$ cat config.mk
export PLATFORM = sky130hd
export DESIGN_NAME = nhmac_unit
export DESIGN_NICKNAME = d
export VERILOG_FILES = /design/src/pkg/nhmac_pkg.sv /design/src/verilog/nhmac_unit.sv
export VERILOG_INCLUDE_DIRS = /design/src /design/src/pkg
export SDC_FILE = /design/constraint.sdc
export NUM_CORES = 1
export LEC_CHECK = 0
export BUFFER_PORTS_ARGS = -buffer_cell sky130_fd_sc_hd__buf_2
export CORE_ASPECT_RATIO = 0.9
export CORE_MARGIN = 1
export CORE_UTILIZATION = 50
export DETAILED_ROUTE_END_ITERATION = 12
export GPL_ROUTABILITY_DRIVEN = 0
export PLACE_DENSITY = 0.79
export SLEW_MARGIN = 20
export SYNTH_ARGS = -nofsm -noshare
export SYNTH_HDL_FRONTEND = slang
export SYNTH_SLANG_ARGS = --single-unit
$ cat constraint.sdc
create_clock -name ref_clk_i -period 7.75 [get_ports ref_clk_i]
set_clock_uncertainty 0.2 [all_clocks]
set_input_delay 1.1625 -clock ref_clk_i [delete_from_list [all_inputs] [get_ports ref_clk_i]]
set_output_delay 1.1625 -clock ref_clk_i [all_outputs]
set_load 0.005 [all_outputs]
$ cat src/pkg/nhmac_regs.svh
// Purpose: Register offsets, field positions and reset values of the negative MAC unit
// Assumes: 32-bit AXI4-Lite data, one aligned word per register
// Notes:   Definitions only
`ifndef NHMAC_REGS_SVH
`define NHMAC_REGS_SVH

`define NHMAC_ADDR_W        5
`define NHMAC_OFF_CTRL      5'h00
`define NHMAC_OFF_SRC_A     5'h04
`define NHMAC_OFF_SRC_B     5'h08
`define NHMAC_OFF_DEST      5'h0C
`define NHMAC_OFF_FXEXC     5'h10
`define NHMAC_OFF_CRZ       5'h14
`define NHMAC_OFF_STATUS    5'h18

`define NHMAC_CTRL_START    0
`define NHMAC_CTRL_LOW      1
`define NHMAC_CTRL_SAT      2
`define NHMAC_CTRL_REC      3
`define NHMAC_CTRL_OVE      4

`define NHMAC_FX_SUMMARY    31
`define NHMAC_FX_EXCESS     30

`define NHMAC_CR_NEG        3
`define NHMAC_CR_POS        2
`define NHMAC_CR_ZERO       1
`define NHMAC_CR_SUMMARY    0

`define NHMAC_ST_BUSY       0
`define NHMAC_ST_DONE       1

`define NHMAC_RST_WORD      32'h0000_0000
`define NHMAC_RST_CR        4'h0
`define NHMAC_SAT_MAX       32'h7FFF_FFFF
`define NHMAC_SAT_MIN       32'h8000_0000

`define NHMAC_RESP_OKAY     2'h0
`define NHMAC_RESP_SLVERR   2'h2

`endif

$ cat src/pkg/nhmac_pkg.sv
// Purpose: Types shared by the negative MAC unit
// Assumes: Constants come from nhmac_regs.svh
// Notes:   States use Gray codes along idle, calc, write
package nhmac_pkg;
    typedef enum logic [1:0] {
        NHMAC_IDLE  = 2'h0,
        NHMAC_CALC  = 2'h1,
        NHMAC_WRITE = 2'h3
    } nhmac_state_e;

    typedef logic [31:0] nhmac_word_t;
    typedef logic [32:0] nhmac_wide_t;
endpackage : nhmac_pkg

$ cat src/verilog/nhmac_unit.sv
// Purpose: Negative multiply-accumulate halfword-to-word datapath behind AXI4-Lite
// Assumes: Big-endian bit 0 is our bit 31, so halfword 0:15 is [31:16], 16:31 is [15:0]
// Notes:   A start write runs calc then write; writes are ignored while busy
`timescale 1ns/100ps
`include "nhmac_regs.svh"

module nhmac_unit (
    input  wire logic                           ref_clk_i,
    input  wire logic                           sys_rst_i,
    input  wire logic [`NHMAC_ADDR_W-1:0]       s_axi_awaddr_i,
    input  wire logic                           s_axi_awvalid_i,
    output logic                                s_axi_awready_o,
    input  wire nhmac_pkg::nhmac_word_t         s_axi_wdata_i,
    input  wire logic [3:0]                     s_axi_wstrb_i,
    input  wire logic                           s_axi_wvalid_i,
    output logic                                s_axi_wready_o,
    output logic [1:0]                          s_axi_bresp_o,
    output logic                                s_axi_bvalid_o,
    input  wire logic                           s_axi_bready_i,
    input  wire logic [`NHMAC_ADDR_W-1:0]       s_axi_araddr_i,
    input  wire logic                           s_axi_arvalid_i,
    output logic                                s_axi_arready_o,
    output nhmac_pkg::nhmac_word_t              s_axi_rdata_o,
    output logic [1:0]                          s_axi_rresp_o,
    output logic                                s_axi_rvalid_o,
    input  wire logic                           s_axi_rready_i
);
    import nhmac_pkg::*;

    nhmac_state_e               state;
    logic                       aw_held;
    logic                       w_held;
    logic [`NHMAC_ADDR_W-1:0]   aw_addr;
    nhmac_word_t                w_data;
    logic [3:0]                 w_strb;
    nhmac_word_t                wmask;
    logic                       wr_fire;
    logic                       wr_ok;
    logic                       wr_mapped;
    logic                       start;
    nhmac_word_t                source_a;
    nhmac_word_t                source_b;
    nhmac_word_t                dest;
    nhmac_word_t                fixed_point_exception_reg;
    logic [3:0]                 condition_field_zero;
    logic                       op_low;
    logic                       op_sat;
    logic                       op_rec;
    logic                       op_ove;
    logic                       done;
    logic [15:0]                half_a;
    logic [15:0]                half_b;
    nhmac_word_t                product;
    nhmac_wide_t                inter;
    logic                       arith_excess_flag;
    nhmac_word_t                wb_value;
    logic                       next_summary;
    nhmac_word_t                rd_value;
    logic                       rd_mapped;

    ////////////////////////////////////////////////////////////////////////////////
    // AXI4-Lite write channels; address and data are taken in either order
    always_ff @(posedge ref_clk_i) begin
        if (sys_rst_i) begin
            s_axi_awready_o <= 1'b0;
            aw_held         <= 1'b0;
            aw_addr         <= '0;
        end else if (s_axi_awvalid_i && s_axi_awready_o) begin
            s_axi_awready_o <= 1'b0;
            aw_held         <= 1'b1;
            aw_addr         <= s_axi_awaddr_i;
        end else if (wr_fire) begin
            aw_held         <= 1'b0;
        end else if (!aw_held && !s_axi_bvalid_o) begin
            s_axi_awready_o <= 1'b1;
        end
    end

    always_ff @(posedge ref_clk_i) begin
        if (sys_rst_i) begin
            s_axi_wready_o <= 1'b0;
            w_held         <= 1'b0;
            w_data         <= `NHMAC_RST_WORD;
            w_strb         <= 4'h0;
        end else if (s_axi_wvalid_i && s_axi_wready_o) begin
            s_axi_wready_o <= 1'b0;
            w_held         <= 1'b1;
            w_data         <= s_axi_wdata_i;
            w_strb         <= s_axi_wstrb_i;
        end else if (wr_fire) begin
            w_held         <= 1'b0;
        end else if (!w_held && !s_axi_bvalid_o) begin
            s_axi_wready_o <= 1'b1;
        end
    end

    assign wr_fire   = aw_held && w_held && !s_axi_bvalid_o;
    // Writes while busy would disturb operands mid-operation, so they are dropped
    assign wr_ok     = wr_fire && (state == NHMAC_IDLE);
    assign wr_mapped = (aw_addr <= `NHMAC_OFF_STATUS) && (aw_addr[1:0] == 2'h0);

    for (genvar i = 0; i < 4; i++) begin : g_lane
        assign wmask[8*i +: 8] = {8{w_strb[i]}};
    end

    always_ff @(posedge ref_clk_i) begin
        if (sys_rst_i) begin
            s_axi_bvalid_o <= 1'b0;
            s_axi_bresp_o  <= `NHMAC_RESP_OKAY;
        end else if (wr_fire) begin
            s_axi_bvalid_o <= 1'b1;
            s_axi_bresp_o  <= wr_mapped ? `NHMAC_RESP_OKAY : `NHMAC_RESP_SLVERR;
        end else if (s_axi_bready_i) begin
            s_axi_bvalid_o <= 1'b0;
        end
    end

    ////////////////////////////////////////////////////////////////////////////////
    // Software registers
    assign start = wr_ok && (aw_addr == `NHMAC_OFF_CTRL) && w_strb[0]
                   && w_data[`NHMAC_CTRL_START];

    always_ff @(posedge ref_clk_i) begin
        if (sys_rst_i) begin
            source_a <= `NHMAC_RST_WORD;
            source_b <= `NHMAC_RST_WORD;
        end else if (wr_ok && aw_addr == `NHMAC_OFF_SRC_A) begin
            source_a <= (source_a & ~wmask) | (w_data & wmask);
        end else if (wr_ok && aw_addr == `NHMAC_OFF_SRC_B) begin
            source_b <= (source_b & ~wmask) | (w_data & wmask);
        end
    end

    always_ff @(posedge ref_clk_i) begin
        if (sys_rst_i) begin
            op_low <= 1'b0;
            op_sat <= 1'b0;
            op_rec <= 1'b0;
            op_ove <= 1'b0;
        end else if (wr_ok && aw_addr == `NHMAC_OFF_CTRL && w_strb[0]) begin
            op_low <= w_data[`NHMAC_CTRL_LOW];
            op_sat <= w_data[`NHMAC_CTRL_SAT];
            op_rec <= w_data[`NHMAC_CTRL_REC];
            op_ove <= w_data[`NHMAC_CTRL_OVE];
        end
    end

    ////////////////////////////////////////////////////////////////////////////////
    // Sequencer and datapath
    always_ff @(posedge ref_clk_i) begin
        if (sys_rst_i) begin
            state <= NHMAC_IDLE;
        end else begin
            unique case (state)
                NHMAC_IDLE:  if (start) state <= NHMAC_CALC;
                NHMAC_CALC:  state <= NHMAC_WRITE;
                NHMAC_WRITE: state <= NHMAC_IDLE;
                default:     state <= NHMAC_IDLE;
            endcase
        end
    end

    assign half_a  = op_low ? source_a[15:0] : source_a[31:16];
    assign half_b  = op_low ? source_b[15:0] : source_b[31:16];
    // Operands widened first so the product is formed at full 32-bit width
    assign product = 32'($signed(half_a)) * 32'($signed(half_b));

    // Registered so the wide subtract and the clamp sit in separate cycles
    always_ff @(posedge ref_clk_i) begin
        if (sys_rst_i) begin
            inter <= '0;
        end else if (state == NHMAC_CALC) begin
            inter <= {dest[31], dest} - {product[31], product};
        end
    end

    assign arith_excess_flag = inter[32] ^ inter[31];
    always_comb begin
        if (op_sat && arith_excess_flag) begin
            wb_value = inter[32] ? `NHMAC_SAT_MIN : `NHMAC_SAT_MAX;
        end else begin
            wb_value = inter[31:0];
        end
    end
    assign next_summary = fixed_point_exception_reg[`NHMAC_FX_SUMMARY] | arith_excess_flag;

    always_ff @(posedge ref_clk_i) begin
        if (sys_rst_i) begin
            dest <= `NHMAC_RST_WORD;
        end else if (state == NHMAC_WRITE) begin
            dest <= wb_value;
        end else if (wr_ok && aw_addr == `NHMAC_OFF_DEST) begin
            dest <= (dest & ~wmask) | (w_data & wmask);
        end
    end

    always_ff @(posedge ref_clk_i) begin
        if (sys_rst_i) begin
            fixed_point_exception_reg <= `NHMAC_RST_WORD;
        end else if (state == NHMAC_WRITE && op_ove) begin
            fixed_point_exception_reg[`NHMAC_FX_EXCESS]  <= arith_excess_flag;
            fixed_point_exception_reg[`NHMAC_FX_SUMMARY] <= next_summary;
        end else if (wr_ok && aw_addr == `NHMAC_OFF_FXEXC) begin
            fixed_point_exception_reg <= (fixed_point_exception_reg & ~wmask)
                                         | (w_data & wmask);
        end
    end

    always_ff @(posedge ref_clk_i) begin
        if (sys_rst_i) begin
            condition_field_zero <= `NHMAC_RST_CR;
        end else if (state == NHMAC_WRITE && op_rec) begin
            condition_field_zero[`NHMAC_CR_NEG]  <= wb_value[31];
            condition_field_zero[`NHMAC_CR_POS]  <= !wb_value[31] && (wb_value != '0);
            condition_field_zero[`NHMAC_CR_ZERO] <= (wb_value == '0);
            // Summary copy includes this operation's excess when overflow is enabled
            condition_field_zero[`NHMAC_CR_SUMMARY] <= op_ove ? next_summary
                : fixed_point_exception_reg[`NHMAC_FX_SUMMARY];
        end else if (wr_ok && aw_addr == `NHMAC_OFF_CRZ && w_strb[0]) begin
            condition_field_zero <= w_data[3:0];
        end
    end

    always_ff @(posedge ref_clk_i) begin
        if (sys_rst_i) begin
            done <= 1'b0;
        end else if (state == NHMAC_WRITE) begin
            done <= 1'b1;
        end else if (start) begin
            done <= 1'b0;
        end
    end

    ////////////////////////////////////////////////////////////////////////////////
    // AXI4-Lite read channel
    always_comb begin
        rd_value  = `NHMAC_RST_WORD;
        rd_mapped = 1'b1;
        unique case (s_axi_araddr_i)
            `NHMAC_OFF_CTRL:   rd_value = {27'h0, op_ove, op_rec, op_sat, op_low, 1'b0};
            `NHMAC_OFF_SRC_A:  rd_value = source_a;
            `NHMAC_OFF_SRC_B:  rd_value = source_b;
            `NHMAC_OFF_DEST:   rd_value = dest;
            `NHMAC_OFF_FXEXC:  rd_value = fixed_point_exception_reg;
            `NHMAC_OFF_CRZ:    rd_value = {28'h0, condition_field_zero};
            `NHMAC_OFF_STATUS: rd_value = {30'h0, done, state != NHMAC_IDLE};
            default:           rd_mapped = 1'b0;
        endcase
    end

    always_ff @(posedge ref_clk_i) begin
        if (sys_rst_i) begin
            s_axi_arready_o <= 1'b0;
            s_axi_rvalid_o  <= 1'b0;
            s_axi_rdata_o   <= `NHMAC_RST_WORD;
            s_axi_rresp_o   <= `NHMAC_RESP_OKAY;
        end else if (s_axi_arvalid_i && s_axi_arready_o) begin
            s_axi_arready_o <= 1'b0;
            s_axi_rvalid_o  <= 1'b1;
            s_axi_rdata_o   <= rd_value;
            s_axi_rresp_o   <= rd_mapped ? `NHMAC_RESP_OKAY : `NHMAC_RESP_SLVERR;
        end else if (s_axi_rvalid_o && s_axi_rready_i) begin
            s_axi_rvalid_o  <= 1'b0;
        end else if (!s_axi_rvalid_o) begin
            s_axi_arready_o <= 1'b1;
        end
    end

    nhmac_wide_t exp_hi;
    nhmac_wide_t exp_lo;
    assign exp_hi = {dest[31], dest}
        - (33'($signed(source_a[31:16])) * 33'($signed(source_b[31:16])));
    assign exp_lo = {dest[31], dest}
        - (33'($signed(source_a[15:0])) * 33'($signed(source_b[15:0])));
endmodule : nhmac_unit

==> reports/results.txt <==
core area: 0.0434 mm2
Max-Slew Margin vs Limit: 24.6%
number of sinks handled by clock tree synthesis: 254
netlist area before placement: 0.0223 mm2
H-Tree Level Count: 1
gate count after technology mapping: 2638
endpoint type of the worst setup path: register
area fraction in compound gates after synthesis: 12.5%
average wire length per cell after detail routing: 20.5 um
critical path's slowest cell: sky130_fd_sc_hd__fa_1
met2 wire len: 29200 um
cell internal power dissipation: 2.07 mW
Die ar.: 0.0454 mm2
die width: 224 um
top library cells by usage in the layout, fill and taps aside: sky130_fd_sc_hd__nand2_1 (431), sky130_fd_sc_hd__inv_1 (412), sky130_fd_sc_hd__fa_1 (306)
Worst Hold Margin: 0.257 ns
post-synthesis share of cell area spent on and, or, nand and nor gates: 17.2%
clock network latency to the later pin of the worst-skew pair: 0.52 ns
reg-to-reg setup timing slack: 0.32 ns
status: finished, final reports clean
proportion of synthesized area in mux cells: 3.92%
maximum fanout count along the critical path: 28
final worst path period share: 95.9%
portion of total power attributed to the clock network: 46.0%
largest family of logic cells by synthesized area: adder cells
startpoint kind of the worst setup timing path: register
wire length after detailed routing: 67400 um
most common cell after layout, fill and taps aside: sky130_fd_sc_hd__nand2_1
reported leakage power: 10.2 nW
number of buffers inserted during clock tree synthesis: 24
TritonCTS clock tree: done
number of different library cells in the post-synthesis netlist: 70
largest stage delay on the critical path: 0.70 ns
router iterations before antenna repair: 7
filler cell count: 3835
initial antenna violation count: 2
EDFF count, synth: 0
PnR Total Power: 2.68 mW
Switching Share: 22.8%
remaining antenna violation count after routing: 0
Longest Clk Path Bufs: 3
cell chain of the critical path: buf_4 > mux2i_1 > buf_4 > or2_2 > inv_1 > fa_1 > fa_1 > fa_1 > inv_1 > fa_1 > fa_1 > inv_1 > fa_1 > inv_1 > ha_1 > nand4_1 > nor2_1 > nand3_1 > a31o_2 > and2_1 > o311ai_0 > o211ai_1
setup repair after global routing missed its margin: false
DR iter-0 viols: 2783
most frequent cell on the critical path: sky130_fd_sc_hd__fa_1
global-route wire length before repair: 106000 um
Sequential Area: 0.00509 mm2
sequential cell fraction of total power: 50.2%
Setup TNS: 0 ns
Final nets: 3129
average vias per placed instance: 5.99
global route total overflow: 0
chip height: 202 um
site row count: 72
portion of the post-synthesis area used by sequential elements: 22.8%
endpoint required time on the critical path: 7.93 ns
share of the synthesized netlist area taken by xor and xnor gates: 1.30%
dpl cell area: 0.0233 mm2
arithmetic-cell share of the synthesized area counting full adders, half adders and majority gates: 32.8%
final-report hold violation count: 0
routed metal-1 wire length: 25800 um
Warnings, synthesis: 0
net switching component of the power: 0.609 mW
arrival time at the worst endpoint: 7.61 ns
GRT Util Overall: 29.9%
clock transition at the register clock pins on the worst setup and hold paths after CTS: 0.07 ns
Initial Util: 51.3%
vias: 19700
number of ports placed on the die boundary: 94
number of global-route vias before repair: 19500
hpwl dp: 53400 um
Peak supply drop: 0.145 mV
cell class contributing the biggest share of worst-path delay: adder cells
mean area per synthesized cell: 8.44 um2
Post-synth ARST share: 0%
total area of multi-input combinational cells: 0.0151 mm2
worst min path class: register to register
register bit total from synthesis: 254
final-report max-slew violation count: 0
part of the power in combinational logic: 3.8%
layout cell share with drive strength beyond 1: 9.09%
total setup violations reported at the end of the flow: 0
routed wire length on met3: 8950 um
Worst Max-Slew Pin Slew: 1.13 ns
largest net degree at the start of global routing: 94
maximum operating frequency: 0.135 GHz
Most used DFF post-synth: sky130_fd_sc_hd__dfxtp_1
clock root buffer master: sky130_fd_sc_hd__clkbuf_16
Power per Cell Area: 111 mW/mm2
max-cap violations: 0
DRC violations left: 0
hold-fix buffer count after cts: 0
path type of the worst setup path: register to register
highest signal layer in the routed design: met5
number of buffers inserted by port buffering: 91
Tmin final: 7.43 ns
area overhead of the layout relative to synthesis: 8.66%
cell area after layout: 0.0242 mm2
sum of buffers and inverters on the critical path: 6
==> worst paths after layout <==
path | start | to | depth (start not counted)
worst min-delay path | register | register | 2
worst max-delay path | op_low$_SDFFE_PP0P_ | inter[30]$_SDFFE_PP0P_ | 22
worst min register to register | register | register | 2
worst max register to register | op_low$_SDFFE_PP0P_ | inter[30]$_SDFFE_PP0P_ | 22
==> power groups by stage <==
stage	Clock [mW]	Sequential, mW	Combinational, mW
floorplan	0	1.36	0.0677
global placement	0	1.37	0.0971
detailed placement	0	1.37	0.0995
CTS	1.23	1.34	0.100
global route	1.29	1.34	0.111
finish	1.23	1.34	0.102
==> area by class of cell <==
| cell class | instances | area share [%] |
|---|---|---|
| Antenna cell | 1 | 0.0103 |
| Tap cell | 592 | 3.06 |
| Inverter | 412 | 6.40 |
| Sequential cell | 254 | 21.0 |
| Timing Repair Buffer | 142 | 3.49 |
| Multi-Input combinational cell | 1842 | 62.6 |
| Clock buffer | 36 | 3.01 |
| Clock inverter | 8 | 0.409 |
==> cells by family (layout without fill, tap and decap cells) <==
logic type               after synthesis  after routing
adder cells (fa/ha/maj)              400            400
flip-flops                           254            254
buffers and inverters                543            598
XOR/XNOR                              33             33
multiplexers                          83             83
AND/OR/NAND/NOR                      873            873
other                                  1              3
AO/OA/AOI/OAI                        451            451
==> metal layers <==
| metal | GRT usage (%) | up-vias |
|---|---|---|
| met5 | 0 | - |
| met4 | 12.3 | 2 |
| met3 | 7.62 | 258 |
| met2 | 45.1 | 1259 |
| met1 | 40.9 | 9599 |
| li1 | - | 8584 |
==> cell usage after synthesis (4+ instances only) <==
cell / n / share of area (%)
sky130_fd_sc_hd__a21oi_1: 272 / 6.1
sky130_fd_sc_hd__a31oi_1: 10 / 0.28
sky130_fd_sc_hd__nand4_1: 7 / 0.20
sky130_fd_sc_hd__nor3_1: 19 / 0.43
sky130_fd_sc_hd__or2_2: 9 / 0.25
sky130_fd_sc_hd__and3_1: 7 / 0.20
sky130_fd_sc_hd__nor2_1: 185 / 3.1
sky130_fd_sc_hd__xor2_1: 6 / 0.24
sky130_fd_sc_hd__o21bai_1: 5 / 0.17
sky130_fd_sc_hd__o21a_1: 6 / 0.20
sky130_fd_sc_hd__a22o_1: 35 / 1.4
sky130_fd_sc_hd__clkbuf_1: 102 / 1.7
sky130_fd_sc_hd__buf_2: 14 / 0.31
sky130_fd_sc_hd__or3_1: 37 / 1.0
sky130_fd_sc_hd__a222oi_1: 29 / 1.3
sky130_fd_sc_hd__dfxtp_1: 254 / 23
sky130_fd_sc_hd__nand3_1: 121 / 2.7
sky130_fd_sc_hd__o21ai_0: 25 / 0.56
sky130_fd_sc_hd__mux2_2: 30 / 1.5
sky130_fd_sc_hd__o211ai_1: 7 / 0.24
sky130_fd_sc_hd__a211oi_1: 13 / 0.44
sky130_fd_sc_hd__inv_1: 412 / 6.9
sky130_fd_sc_hd__buf_6: 4 / 0.20
sky130_fd_sc_hd__nand2_1: 431 / 7.3
sky130_fd_sc_hd__a21o_1: 13 / 0.44
sky130_fd_sc_hd__nor4_1: 8 / 0.22
sky130_fd_sc_hd__fa_1: 306 / 28
sky130_fd_sc_hd__nor2b_1: 5 / 0.14
sky130_fd_sc_hd__nand2b_1: 12 / 0.34
sky130_fd_sc_hd__ha_1: 94 / 5.3
sky130_fd_sc_hd__mux2i_1: 52 / 2.3
sky130_fd_sc_hd__a221o_1: 4 / 0.18
sky130_fd_sc_hd__buf_1: 9 / 0.15
sky130_fd_sc_hd__and2_1: 12 / 0.34
sky130_fd_sc_hd__xnor2_1: 27 / 1.1
==> per-stage QoR <==
| step | cells | setup WS [ns] | util, % |
|---|---|---|---|
| 3_3_place_gp | 3242 | 0.498 | 53.7 |
| 6_report | 3287 | 0.317 | 55.7 |
| 5_1_grt | 3286 | 0.0791 | 55.7 |
| 3_5_place_dp | 3242 | 0.208 | 53.7 |
| 2_1_floorplan | 2639 | 0.532 | - |
| 4_1_cts | 3286 | 0.212 | 55.6 |
==> worst min-delay path: stages (launching register included) <==
cell and delay, ns:
sky130_fd_sc_hd__dfxtp_1 0.31, sky130_fd_sc_hd__nand2_1 0.05, sky130_fd_sc_hd__a21oi_1 0.05
==> what timing repair did <==
| item | CTS | global route |
|---|---|---|
| endpoints found under the setup margin | 0 | 4 |
| buffers inserted | 0 | 0 |
| resized for setup | 0 | 1 |
No activity file was read; power rests on OpenSTA's default activity.
